===== config.mk =====
export PLATFORM = sky130hd
export DESIGN_NAME = field_margin_level_command
export DESIGN_NICKNAME = d
export VERILOG_FILES = /design/src/margin_pkg.sv /design/src/margin_check.sv /design/src/field_margin_level_command.sv
export SDC_FILE = /design/constraint.sdc
export NUM_CORES = 1
export LEC_CHECK = 0
export ABC_AREA = 1
export CAP_MARGIN = 10
export CORE_MARGIN = 2
export CORE_UTILIZATION = 57
export DETAILED_ROUTE_END_ITERATION = 10
export DONT_BUFFER_PORTS = 1
export PLACE_DENSITY = 0.81
export SYNTH_ARGS = -nofsm -noshare
export SYNTH_HDL_FRONTEND = slang
export SYNTH_HIERARCHICAL = 1
export SYNTH_SLANG_ARGS = --single-unit

===== constraint.sdc =====
create_clock -name clk_sys -period 2 [get_ports clk_sys]
set_input_delay 0.1 -clock clk_sys [delete_from_list [all_inputs] [get_ports clk_sys]]
set_output_delay 0.1 -clock clk_sys [all_outputs]
set_load 0.02 [all_outputs]

===== src/margin_pkg.sv =====
// constants for the field margin level command slice
package margin_pkg;
   // register byte offsets
   localparam logic [4:0] OFF_STATUS   = 5'h00;
   localparam logic [4:0] OFF_INDEX    = 5'h04;
   localparam logic [4:0] OFF_PARAM    = 5'h08;
   localparam logic [4:0] OFF_MODE     = 5'h0C;
   localparam logic [4:0] OFF_LEVELS   = 5'h10;
   localparam logic [4:0] OFF_IRQ_STAT = 5'h14;
   localparam logic [4:0] OFF_IRQ_MASK = 5'h18;
   // nvm_status_register bit positions
   localparam int BIT_COMMAND_COMPLETE_FLAG   = 7;
   localparam int BIT_ACCESS_ERROR_FLAG = 5;
   localparam int BIT_PROTECTION_VIOLATION_FLAG = 4;
   // irq status bit positions
   localparam int IRQ_DONE = 0;
   localparam int IRQ_ERR  = 1;
   // levels register field positions
   localparam int LVL_PFLASH_LSB = 0;
   localparam int LVL_EEPROM_LSB = 4;
   localparam int LVL_BUSY       = 8;
   // command code, block selection codes and last parameter index
   localparam logic [7:0] CMD_FIELD_MARGIN = 8'h0E;
   localparam logic [1:0] SEL_PFLASH       = 2'h0;
   localparam logic [1:0] SEL_EEPROM       = 2'h1;
   localparam logic [2:0] IDX_LAST_MARGIN  = 3'h1;
   // margin level codes
   localparam logic [15:0] LVL_NORMAL = 16'h0000;
   localparam logic [15:0] LVL_USER1  = 16'h0001;
   localparam logic [15:0] LVL_USER0  = 16'h0002;
   localparam logic [15:0] LVL_FIELD1 = 16'h0003;
   localparam logic [15:0] LVL_FIELD0 = 16'h0004;
   // reset values
   localparam logic [2:0] RST_LEVEL = 3'h0;
   localparam logic [2:0] RST_INDEX = 3'h0;
   localparam logic       RST_COMMAND_COMPLETE_FLAG  = 1'b1;
   localparam logic [1:0] RST_MASK  = 2'h0;
   // depth of the command parameter array
   localparam int PARAM_WORDS = 6;
endpackage


===== src/margin_check.sv =====
// launch checks and level decode for the field margin level command
`timescale 1ns/1ps
module margin_check (
   input  wire logic [15:0] param_cmd,
   input  wire logic [15:0] param_level,
   input  wire logic [2:0]  command_param_index,
   input  wire logic        cmd_allowed,
   output logic             fault,
   output logic             target_pflash,
   output logic [2:0]       level
);
   logic bad_index;
   logic bad_mode;
   logic bad_level;
   logic bad_cmd;

   always_comb begin
      bad_index = command_param_index != margin_pkg::IDX_LAST_MARGIN;
      bad_mode  = !cmd_allowed;
      bad_cmd   = (param_cmd[15:8] != margin_pkg::CMD_FIELD_MARGIN)
                  || ((param_cmd[1:0] != margin_pkg::SEL_PFLASH)
                  && (param_cmd[1:0] != margin_pkg::SEL_EEPROM));
      // only the five documented codes are accepted
      bad_level = param_level > margin_pkg::LVL_FIELD0;
      fault         = bad_index || bad_mode || bad_cmd || bad_level;
      target_pflash = param_cmd[1:0] == margin_pkg::SEL_PFLASH;
      // codes 0..4 map one to one onto the read level driven out
      level         = param_level[2:0];
   end
endmodule


===== src/field_margin_level_command.sv =====
// field margin level command sequencer with avalon-mm register slave
// Contract
// eeprom target changes eeprom read level only
// pflash target changes pflash and eeprom levels
// no pflash-only margin setting exists
// codes 0,1,2: normal, user erased, user programmed
// codes 3,4: field erased, field programmed
// index not 001 at launch: access error
// command unavailable in mode: access error
// invalid level code: access error
// software loads 0x0E and block code first
// launch by clearing complete flag, then set
// level holds until next command or reset
//
// The Avalon-MM interface to the registers and the placing of the registers are this design's own decisions.
`timescale 1ns/1ps
module field_margin_level_command (
   input  wire logic        clk_sys,
   input  wire logic        rst_b,
   input  wire logic [4:0]  avs_address,
   input  wire logic        avs_read,
   input  wire logic        avs_write,
   input  wire logic [31:0] avs_writedata,
   input  wire logic [3:0]  avs_byteenable,
   output logic [31:0]      avs_readdata,
   output logic             avs_waitrequest,
   output logic [2:0]       pflash_read_level,
   output logic [2:0]       eeprom_read_level,
   output logic             irq
);
   typedef enum {ST_IDLE, ST_CHECK, ST_APPLY, ST_FINISH} seq_state_e;

   seq_state_e  state;
   logic        ack;
   logic        do_write;
   logic [31:0] wmask;
   logic [31:0] wbits;
   logic [31:0] next_rdata;
   logic        command_complete_flag;
   logic        access_error_flag;
   logic        protection_violation_flag;
   logic [1:0]  verify_status;
   logic [2:0]  command_param_index;
   logic [15:0] command_param_array [margin_pkg::PARAM_WORDS];
   logic        mode_restricted;
   logic [1:0]  irq_status;
   logic [1:0]  irq_mask;
   logic        launch;
   logic        set_err;
   logic        set_done;
   logic        fault;
   logic        target_pflash;
   logic [2:0]  level;

   assign protection_violation_flag = 1'b0;
   assign verify_status             = 2'h0;

   // one wait state: request seen, answered on the next edge
   assign avs_waitrequest = (avs_read || avs_write) && !ack;
   assign do_write        = avs_write && ack;
   assign wmask = {{8{avs_byteenable[3]}}, {8{avs_byteenable[2]}},
                   {8{avs_byteenable[1]}}, {8{avs_byteenable[0]}}};
   assign wbits = avs_writedata & wmask;

   // writing one to the complete flag while idle launches
   assign launch = do_write && (avs_address == margin_pkg::OFF_STATUS)
                   && wbits[margin_pkg::BIT_COMMAND_COMPLETE_FLAG] && command_complete_flag;

   always_ff @(posedge clk_sys) begin
      if (!rst_b) begin
         ack <= 1'b0;
      end else begin
         ack <= (avs_read || avs_write) && !ack;
      end
   end

   margin_check u_check (
      .param_cmd           (command_param_array[0]),
      .param_level         (command_param_array[1]),
      .command_param_index (command_param_index),
      .cmd_allowed         (!mode_restricted),
      .fault               (fault),
      .target_pflash       (target_pflash),
      .level               (level)
   );

   // sequencer
   always_ff @(posedge clk_sys) begin
      if (!rst_b) begin
         state <= ST_IDLE;
      end else begin
         case (state)
            ST_IDLE: begin
               if (launch) begin
                  state <= ST_CHECK;
               end
            end
            ST_CHECK: begin
               // a failed check skips execution entirely
               if (fault) begin
                  state <= ST_FINISH;
               end else begin
                  state <= ST_APPLY;
               end
            end
            ST_APPLY: begin
               state <= ST_FINISH;
            end
            default: begin
               state <= ST_IDLE;
            end
         endcase
      end
   end

   assign set_err  = (state == ST_CHECK) && fault;
   assign set_done = state == ST_FINISH;

   always_ff @(posedge clk_sys) begin
      if (!rst_b) begin
         command_complete_flag <= margin_pkg::RST_COMMAND_COMPLETE_FLAG;
      end else if (launch) begin
         command_complete_flag <= 1'b0;
      end else if (set_done) begin
         command_complete_flag <= 1'b1;
      end
   end

   // sticky error, set wins over a simultaneous write-one clear
   always_ff @(posedge clk_sys) begin
      if (!rst_b) begin
         access_error_flag <= 1'b0;
      end else if (set_err) begin
         access_error_flag <= 1'b1;
      end else if (do_write && (avs_address == margin_pkg::OFF_STATUS)
                   && wbits[margin_pkg::BIT_ACCESS_ERROR_FLAG]) begin
         access_error_flag <= 1'b0;
      end
   end

   // read levels: held until the next good command or reset
   always_ff @(posedge clk_sys) begin
      if (!rst_b) begin
         pflash_read_level <= margin_pkg::RST_LEVEL;
         eeprom_read_level <= margin_pkg::RST_LEVEL;
      end else if (state == ST_APPLY) begin
         // eeprom follows either target, so pflash alone never moves
         eeprom_read_level <= level;
         if (target_pflash) begin
            pflash_read_level <= level;
         end
      end
   end

   // parameter array and index, frozen while a command runs
   always_ff @(posedge clk_sys) begin
      if (!rst_b) begin
         command_param_index <= margin_pkg::RST_INDEX;
         for (int i = 0; i < margin_pkg::PARAM_WORDS; i++) begin
            command_param_array[i] <= 16'h0000;
         end
      end else if (do_write && command_complete_flag) begin
         if (avs_address == margin_pkg::OFF_INDEX && avs_byteenable[0]) begin
            command_param_index <= avs_writedata[2:0];
         end else if (avs_address == margin_pkg::OFF_PARAM
                      && command_param_index < 3'(margin_pkg::PARAM_WORDS)) begin
            command_param_array[command_param_index] <=
               (command_param_array[command_param_index] & ~wmask[15:0])
               | wbits[15:0];
         end
      end
   end

   always_ff @(posedge clk_sys) begin
      if (!rst_b) begin
         mode_restricted <= 1'b0;
      end else if (do_write && avs_address == margin_pkg::OFF_MODE
                   && avs_byteenable[0]) begin
         mode_restricted <= avs_writedata[0];
      end
   end

   // interrupt status, set wins over clear
   always_ff @(posedge clk_sys) begin
      if (!rst_b) begin
         irq_status <= 2'h0;
      end else begin
         for (int b = 0; b < 2; b++) begin
            if ((b == margin_pkg::IRQ_DONE && set_done)
                || (b == margin_pkg::IRQ_ERR && set_err)) begin
               irq_status[b] <= 1'b1;
            end else if (do_write && avs_address == margin_pkg::OFF_IRQ_STAT
                         && wbits[b]) begin
               irq_status[b] <= 1'b0;
            end
         end
      end
   end

   always_ff @(posedge clk_sys) begin
      if (!rst_b) begin
         irq_mask <= margin_pkg::RST_MASK;
      end else if (do_write && avs_address == margin_pkg::OFF_IRQ_MASK
                   && avs_byteenable[0]) begin
         irq_mask <= avs_writedata[1:0];
      end
   end

   assign irq = |(irq_status & irq_mask);

   // read data captured in the wait cycle, stands at the answer edge
   always_comb begin
      next_rdata = 32'h0000_0000;
      if (avs_address == margin_pkg::OFF_STATUS) begin
         next_rdata[margin_pkg::BIT_COMMAND_COMPLETE_FLAG]   = command_complete_flag;
         next_rdata[margin_pkg::BIT_ACCESS_ERROR_FLAG] = access_error_flag;
         next_rdata[margin_pkg::BIT_PROTECTION_VIOLATION_FLAG] = protection_violation_flag;
         next_rdata[1:0]                    = verify_status;
      end else if (avs_address == margin_pkg::OFF_INDEX) begin
         next_rdata[2:0] = command_param_index;
      end else if (avs_address == margin_pkg::OFF_PARAM) begin
         if (command_param_index < 3'(margin_pkg::PARAM_WORDS)) begin
            next_rdata[15:0] = command_param_array[command_param_index];
         end
      end else if (avs_address == margin_pkg::OFF_MODE) begin
         next_rdata[0] = mode_restricted;
      end else if (avs_address == margin_pkg::OFF_LEVELS) begin
         next_rdata[margin_pkg::LVL_PFLASH_LSB +: 3] = pflash_read_level;
         next_rdata[margin_pkg::LVL_EEPROM_LSB +: 3] = eeprom_read_level;
         next_rdata[margin_pkg::LVL_BUSY]            = !command_complete_flag;
      end else if (avs_address == margin_pkg::OFF_IRQ_STAT) begin
         next_rdata[1:0] = irq_status;
      end else if (avs_address == margin_pkg::OFF_IRQ_MASK) begin
         next_rdata[1:0] = irq_mask;
      end
   end

   always_ff @(posedge clk_sys) begin
      if (!rst_b) begin
         avs_readdata <= 32'h0000_0000;
      end else if (avs_read && !ack) begin
         avs_readdata <= next_rdata;
      end
   end
endmodule


==> qor.txt, run 1 <==
Fin Clk Skew -> 8.98 ps
row count -> 43
crit path DAT -> 2100 ps
total track usage -> 0.272
vias in the first global route -> 5814
worst setup path class -> reg -> reg
startpoint types -> register
Top FF cell, synth -> edfxtp_1
syn avg cell area -> 9.00 sq um
Mapped Cells -> 878
Synth area leader -> edfxtp_1
vias per cell -> 5.55
Clock Root Buffer -> clkbuf_16
leakage power -> 3.68 nW
Overflow after GRT -> 0
critical path capture point type -> register
CTS sink count -> 166
Setup violations, final -> 0
hpwl dp -> 12700 um
Period Utilization, post-route -> 0.962
area of the mapped netlist -> 7900 sq um
Post-synth EDFFs -> 128
# Post-CTS Setup Buffers -> 0
total die area -> 14800 sq um
Synth top area share -> 0.487
final instance area -> 9010 sq um
first-pass GRT wire length -> 30000 um
core area -> 13700 sq um
synthesis-stage register bit count -> 166
nets -> 984
status -> completed
Pre-Repair DR Iteration Count -> 6
peak supply drop -> 0.000652 V
RePlAce Congestion -> 0.936
most common cell after layout, fill and taps aside -> nor2_1
antenna-violating nets left -> 0
# fillers -> 1085
Netlist cell types -> 36
via count -> 6265
deepest clock path buffer count -> 2
worst endpoint required time -> 2180 ps
Starting Density -> 0.576
multi-input combinational cell area -> 2860 sq um
Slew Limit Fails -> 0
post-synthesis sequential area ratio -> 0.583
Final Hold Fails -> 0
CTS clk-pin slew, worst paths -> 70 ps
initial antenna violation count -> 0
Worst Hold Class -> in -> reg
final design utilization -> 0.657
register area -> 4610 sq um
CTS tree -> yes
Synthesis Warnings -> 6
clock latency on the worst-skew pair -> 440 ps
Post-synth ARST share -> 0
Fmax achieved -> 520 MHz
max_cap viols -> 0
WL final -> 19500 um
synth top area cells -> edfxtp_1, nor2_1, dfxtp_1
final worst path period need -> 1920 ps
Die Span X -> 122 um
n_diodes -> 0
total CTS buffers -> 17
I/O Buffers -> 0
CTS H-tree lvls -> 4
largest net degree at the start of global routing -> 65
dpl cell area -> 8270 sq um
Worst R2R Setup Slack -> 80 ps
DRC -> 0
Area Growth Syn to Fin -> 14.1%
setup tns final -> 0 ps
DR WL/cell -> 17.2 um
Hold WS -> 4.29 ps
chip height -> 122 um
Max transition margin -> 0.528
Worst Tran Pin Value -> 707 ps
RSZ-0062 raised after global routing -> yes
Design Power -> 0.00773 W
CP Max Fanout -> 64
First DRT Iteration DRCs -> 855
io pins -> 85
fraction of layout cells with a size suffix above 1 -> 0.105
Power per Cell Area -> 858 nW/um^2
commonest non-fill, non-tap cells in the layout -> nor2_1, nand2_1, edfxtp_1
[critical path, stage by stage (launching register included)]
cell and delay (ps):
dfxtp_2 350, clkinv_1 100, buf_12 190, o21ai_0 240
nand3_1 150, nand3_1 100, o21ai_0 180, nand2_2 210
inv_1 90
[cells by family (layout without fill, tap and decap cells)]
family	Yosys count	after routing	share of synthesized area
AO/OA/AOI/OAI	135	135	0.0892
adder cells (fa/ha/maj)	4	4	0.00634
buffers and inverters	132	155	0.0792
flip-flops	166	166	0.583
other	1	48	0.000475
AND/OR/NAND/NOR	440	440	0.242
[final cells by class]
cell class	instances	area share
Clock inverter	13	0.0146
Sequential cell	166	0.511
Multi-Input combinational cell	627	0.317
Inverter	74	0.0311
Tap cell	180	0.0250
Clock buffer	19	0.0480
Timing Repair Buffer	49	0.0529
[through the flow]
step           setup slack [ps]  cells
3_5_place_dp                102   1079
3_3_place_gp                155   1079
4_1_cts                    30.4   1128
6_report                   75.5   1128
5_1_grt                   -40.3   1128
2_1_floorplan             -39.7    925
[routing by layer]
metal | global-route usage | share of wire
met1 | 0.347 | 0.40
met2 | 0.451 | 0.48
met3 | 0.0595 | 0.088
met4 | 0.116 | 0.034
met5 | 0 | 0
[state kept, by name, indices dropped and copies added, names as in the netlist, 2 cells and up, named ones only]
signal               cells
command_param_array    128
avs_readdata            16
command_param_index      3
eeprom_read_level        3
pflash_read_level        3
irq_mask                 2
irq_status               2
state                    2
[timing repair]
item,CTS,global route
setup endpoints to repair,0,53
hold buffers,17,0
gates resized for setup,0,5
hold endpoints to repair,29,0
[power breakdown]
part | total, W | internal, W | switching, W
Sequential | 0.00400 | 0.00386 | 0.000142
Combinational | 0.000569 | 0.000188 | 0.000380
Clock | 0.00316 | 0.00182 | 0.00133
Total | 0.00773 | 0.00587 | 0.00186
[cells in the mapped netlist (2+ instances only)]
cell	count
buf_2	9
buf_6	5
nor2_4	3
ha_1	4
dfxtp_1	38
nand2_1	148
clkbuf_1	20
buf_1	3
nor3_1	5
o22ai_1	15
inv_1	69
clkinv_1	2
edfxtp_1	128
nand3_1	45
a21oi_1	36
nor2_2	8
o21ai_0	79
nor2_1	204
buf_4	21
nand4_1	6
or2_2	11
nand3_4	4
inv_2	2
[final timing paths]
check                                  from                                        to  cells past startpoint
min                       avs_writedata[15]  command_param_array[4][15]$_SDFFCE_PN0P_                      3
max reg2reg                        register       command_param_array[7][1]$_DFFE_PP_                      8
max                                register       command_param_array[7][1]$_DFFE_PP_                      8
min reg2reg  access_error_flag$_SDFFE_PN0P_            access_error_flag$_SDFFE_PN0P_                      2
Power figures use the tool's default switching activity.
==> inputs of run 2 (changes only) <==
Settings changed: CORE_UTILIZATION 57 to 64, PLACE_DENSITY 0.81 to 0.86.
Clock period 2 ns to 2.1 ns, I/O delays scaled along.
==> qor.txt, run 2 (synthesis gave the netlist of run 1 again) <==
Slew Limit Fails -> 0 (unchanged)
Fmax achieved -> 498 MHz (was 520 MHz)
final worst path period need -> 2010 ps (was 1920 ps)
nets -> 976 (was 984)
CTS H-tree lvls -> 4 (unchanged)
biggest regs -> command_param_array x128, avs_readdata x16 (unchanged)
register area -> 4610 sq um (unchanged)
I/O Buffers -> 0 (unchanged)
beginning of the worst hold path -> avs_address[3] (was avs_writedata[15])
path depth of the worst reg2reg path -> 9 (was 8)
multi-input combinational cell area -> 2850 sq um (was 2860 sq um)
Worst Hold Class -> in -> reg (unchanged)
Starting Density -> 0.658 (was 0.576)
Worst path top cell family by delay -> simple AND/OR/NAND/NOR gates (unchanged)
hpwl dp -> 12800 um (was 12700 um)
largest net degree at the start of global routing -> 65 (unchanged)
final design utilization -> 0.743 (was 0.657)
DR WL/cell -> 18.9 um (was 17.2 um)
max reg flops -> 128 (unchanged)
Bufs and invs on worst path -> 3 (unchanged)
worst setup margin -> 92.9 ps (was 75.5 ps)
first-pass GRT wire length -> 32000 um (was 30000 um)
commonest non-fill, non-tap cells in the layout -> nor2_1, nand2_1, edfxtp_1 (unchanged)
n_diodes -> 0 (unchanged)
row count -> 40 (was 43)
CP Max Fanout -> 11 (was 64)
Area Growth Syn to Fin -> 13.0% (was 14.1%)
peak supply drop -> 0.000484 V (was 0.000652 V)
core area -> 12000 sq um (was 13700 sq um)
vias in the first global route -> 6278 (was 5814)
Clock Root Buffer -> clkbuf_16 (unchanged)
total CTS buffers -> 17 (unchanged)
CTS clk-pin slew, worst paths -> 70 ps (about the same)
# fillers -> 774 (was 1085)
total die area -> 13200 sq um (was 14800 sq um)
Fin Clk Skew -> 7.52 ps (was 8.98 ps)
CP max stage delay -> 400 ps (was 350 ps)
DRC -> 0 (unchanged)
worst setup path class -> reg -> reg (unchanged)
WL final -> 20500 um (was 19500 um)
First DRT Iteration DRCs -> 859 (was 855)
startpoint types -> register (unchanged)
Reg with most FFs -> command_param_array (unchanged)
leakage power -> 3.68 nW (about the same)
Worst R2R Setup Slack -> 90 ps (was 80 ps)
crit path DAT -> 2290 ps (was 2100 ps)
Pre-Repair DR Iteration Count -> 6 (unchanged)
initial antenna violation count -> 0 (unchanged)
r2r startpoint -> ack$_SDFF_PN0_
deepest clock path buffer count -> 2 (unchanged)
total track usage -> 0.327 (was 0.272)
antenna-violating nets left -> 0 (unchanged)
via count -> 6446 (was 6265)
clock latency on the worst-skew pair -> 440 ps (about the same)
crit-path most repeated cell -> nor2_1
Max transition margin -> 0.549 (was 0.528)
Die Span X -> 115 um (was 122 um)
CTS tree -> yes (unchanged)
io pins -> 85 (unchanged)
slowest CP cell -> dfxtp_1 (was dfxtp_2)
worst endpoint required time -> 2380 ps (was 2180 ps)
RePlAce Congestion -> 0.934 (was 0.936)
max_cap viols -> 0 (unchanged)
Period Utilization, post-route -> 0.956 (was 0.962)
vias per cell -> 5.93 (was 5.55)
Final Hold Fails -> 0 (unchanged)
Worst Hold Path EP -> mode_restricted$_SDFFE_PN0P_ (was command_param_array[4][15]$_SDFFCE_PN0P_)
Power per Cell Area -> 833 nW/um^2 (was 858 nW/um^2)
sequence of cells on the critical path -> nand2_2 > nor2_1 > inv_1 > nor2_4 > nand2_4 > inv_4 > buf_4 > nand3_1 > nor2_1 (was clkinv_1 > buf_12 > o21ai_0 > nand3_1 > nand3_1 > o21ai_0 > nand2_2 > inv_1)
fraction of layout cells with a size suffix above 1 -> 0.102 (was 0.105)
status -> completed (unchanged)
chip height -> 115 um (was 122 um)
Worst Tran Pin Value -> 675 ps (was 707 ps)
most common cell after layout, fill and taps aside -> nor2_1 (unchanged)
Place WS -> 205 ps (was 102 ps)
Hold Crit Depth -> 3 (unchanged)
Setup violations, final -> 0 (unchanged)
CTS sink count -> 166 (unchanged)
Overflow after GRT -> 0 (unchanged)
Reg2Reg Capture Point -> command_param_array[0][8]$_SDFFCE_PN0P_ (was command_param_array[7][1]$_DFFE_PP_)
critical path capture point type -> register (unchanged)
==> run 2: cell types whose count changed in the layout (fill, tap and decap cells not counted), sizes merged <==
cell / change
buf: -3
clkinvlp: -4
clkinv: +2
clkbuf: +4
bufinv: -2
dlygate4sd3: -5
==> run 2: power by group <==
group	internal, W	switching, W	total (W)	leakage [nW]
logic	0.000170	0.000372	0.000542	1.75
clock network	0.00182	0.00127	0.00309	0.296
registers	0.00368	0.000123	0.00380	1.63
==> run 2: worst max path at each step <==
stage | depth (start not counted) | endpoint | slack [ps] | startpoint
final | 9 | command_param_array[0][8]$_SDFFCE_PN0P_ | 90 | ack$_SDFF_PN0_
after detailed placement | 9 | command_param_array[1][7]$_SDFFCE_PN0P_ | 200 | ack$_SDFF_PN0_
after CTS | 10 | command_param_array[6][7]$_DFFE_PP_ | 150 | register
after floorplan | 8 | command_param_array[3][0]$_SDFFCE_PN0P_ | 50 | command_param_index[2]$_SDFFE_PN0P_
after global routing | 8 | command_param_array[5][1]$_DFFE_PP_ | -10 | register
after global placement | 9 | command_param_array[3][10]$_SDFFCE_PN0P_ | 280 | ack$_SDFF_PN0_
==> run 2: through the flow <==
stage / cells / total power [W] / hold slack, ps / instance area (sq um) / setup TNS, ps
2_1_floorplan: 925 / 0.00424 / 243 / 8080 / 0
3_3_place_gp: 1043 / 0.00433 / 188 / 8200 / 0
3_5_place_dp: 1043 / 0.00436 / 199 / 8200 / 0
4_1_cts: 1087 / 0.00742 / 0.0423 / 8920 / 0
5_1_grt: 1087 / 0.00766 / 12.5 / 8920 / -26.8
6_report: 1087 / 0.00743 / 10.1 / 8920 / 0
==> run 2: worst reg2reg max path: stages, from the launching register on <==
cell and delay, ps:
dfxtp_1 400, nand2_2 130, nor2_1 180, inv_1 110, nor2_4 150, nand2_4 90, inv_4 150, buf_4 220
nand3_1 230, nor2_1 190
==> run 2: cell type report <==
cell class,count,area share
clock buffers,23,0.0608
clock inverters,9,0.00659
inverters,74,0.0314
multi-input cells,627,0.319
flip-flops and latches,166,0.516
well taps,147,0.0206
repair buffers,41,0.0453
==> run 2: routing by layer <==
layer | routed length [um] | GRT usage | vias to the layer above
li1 | - | - | 2944
met1 | 7370 | 0.388 | 2978
met2 | 9840 | 0.526 | 421
met3 | 2200 | 0.102 | 103
met4 | 1090 | 0.193 | 0
met5 | 0 | 0 | -
==> run 2: what timing repair did <==
| item | CTS | global route |
|---|---|---|
| endpoints found under the hold margin | 25 | 0 |
| hold buffers | 12 | 0 |
| setup buffers | 0 | 0 |
| resized for setup | 0 | 1 |
| endpoints found under the setup margin | 0 | 5 |
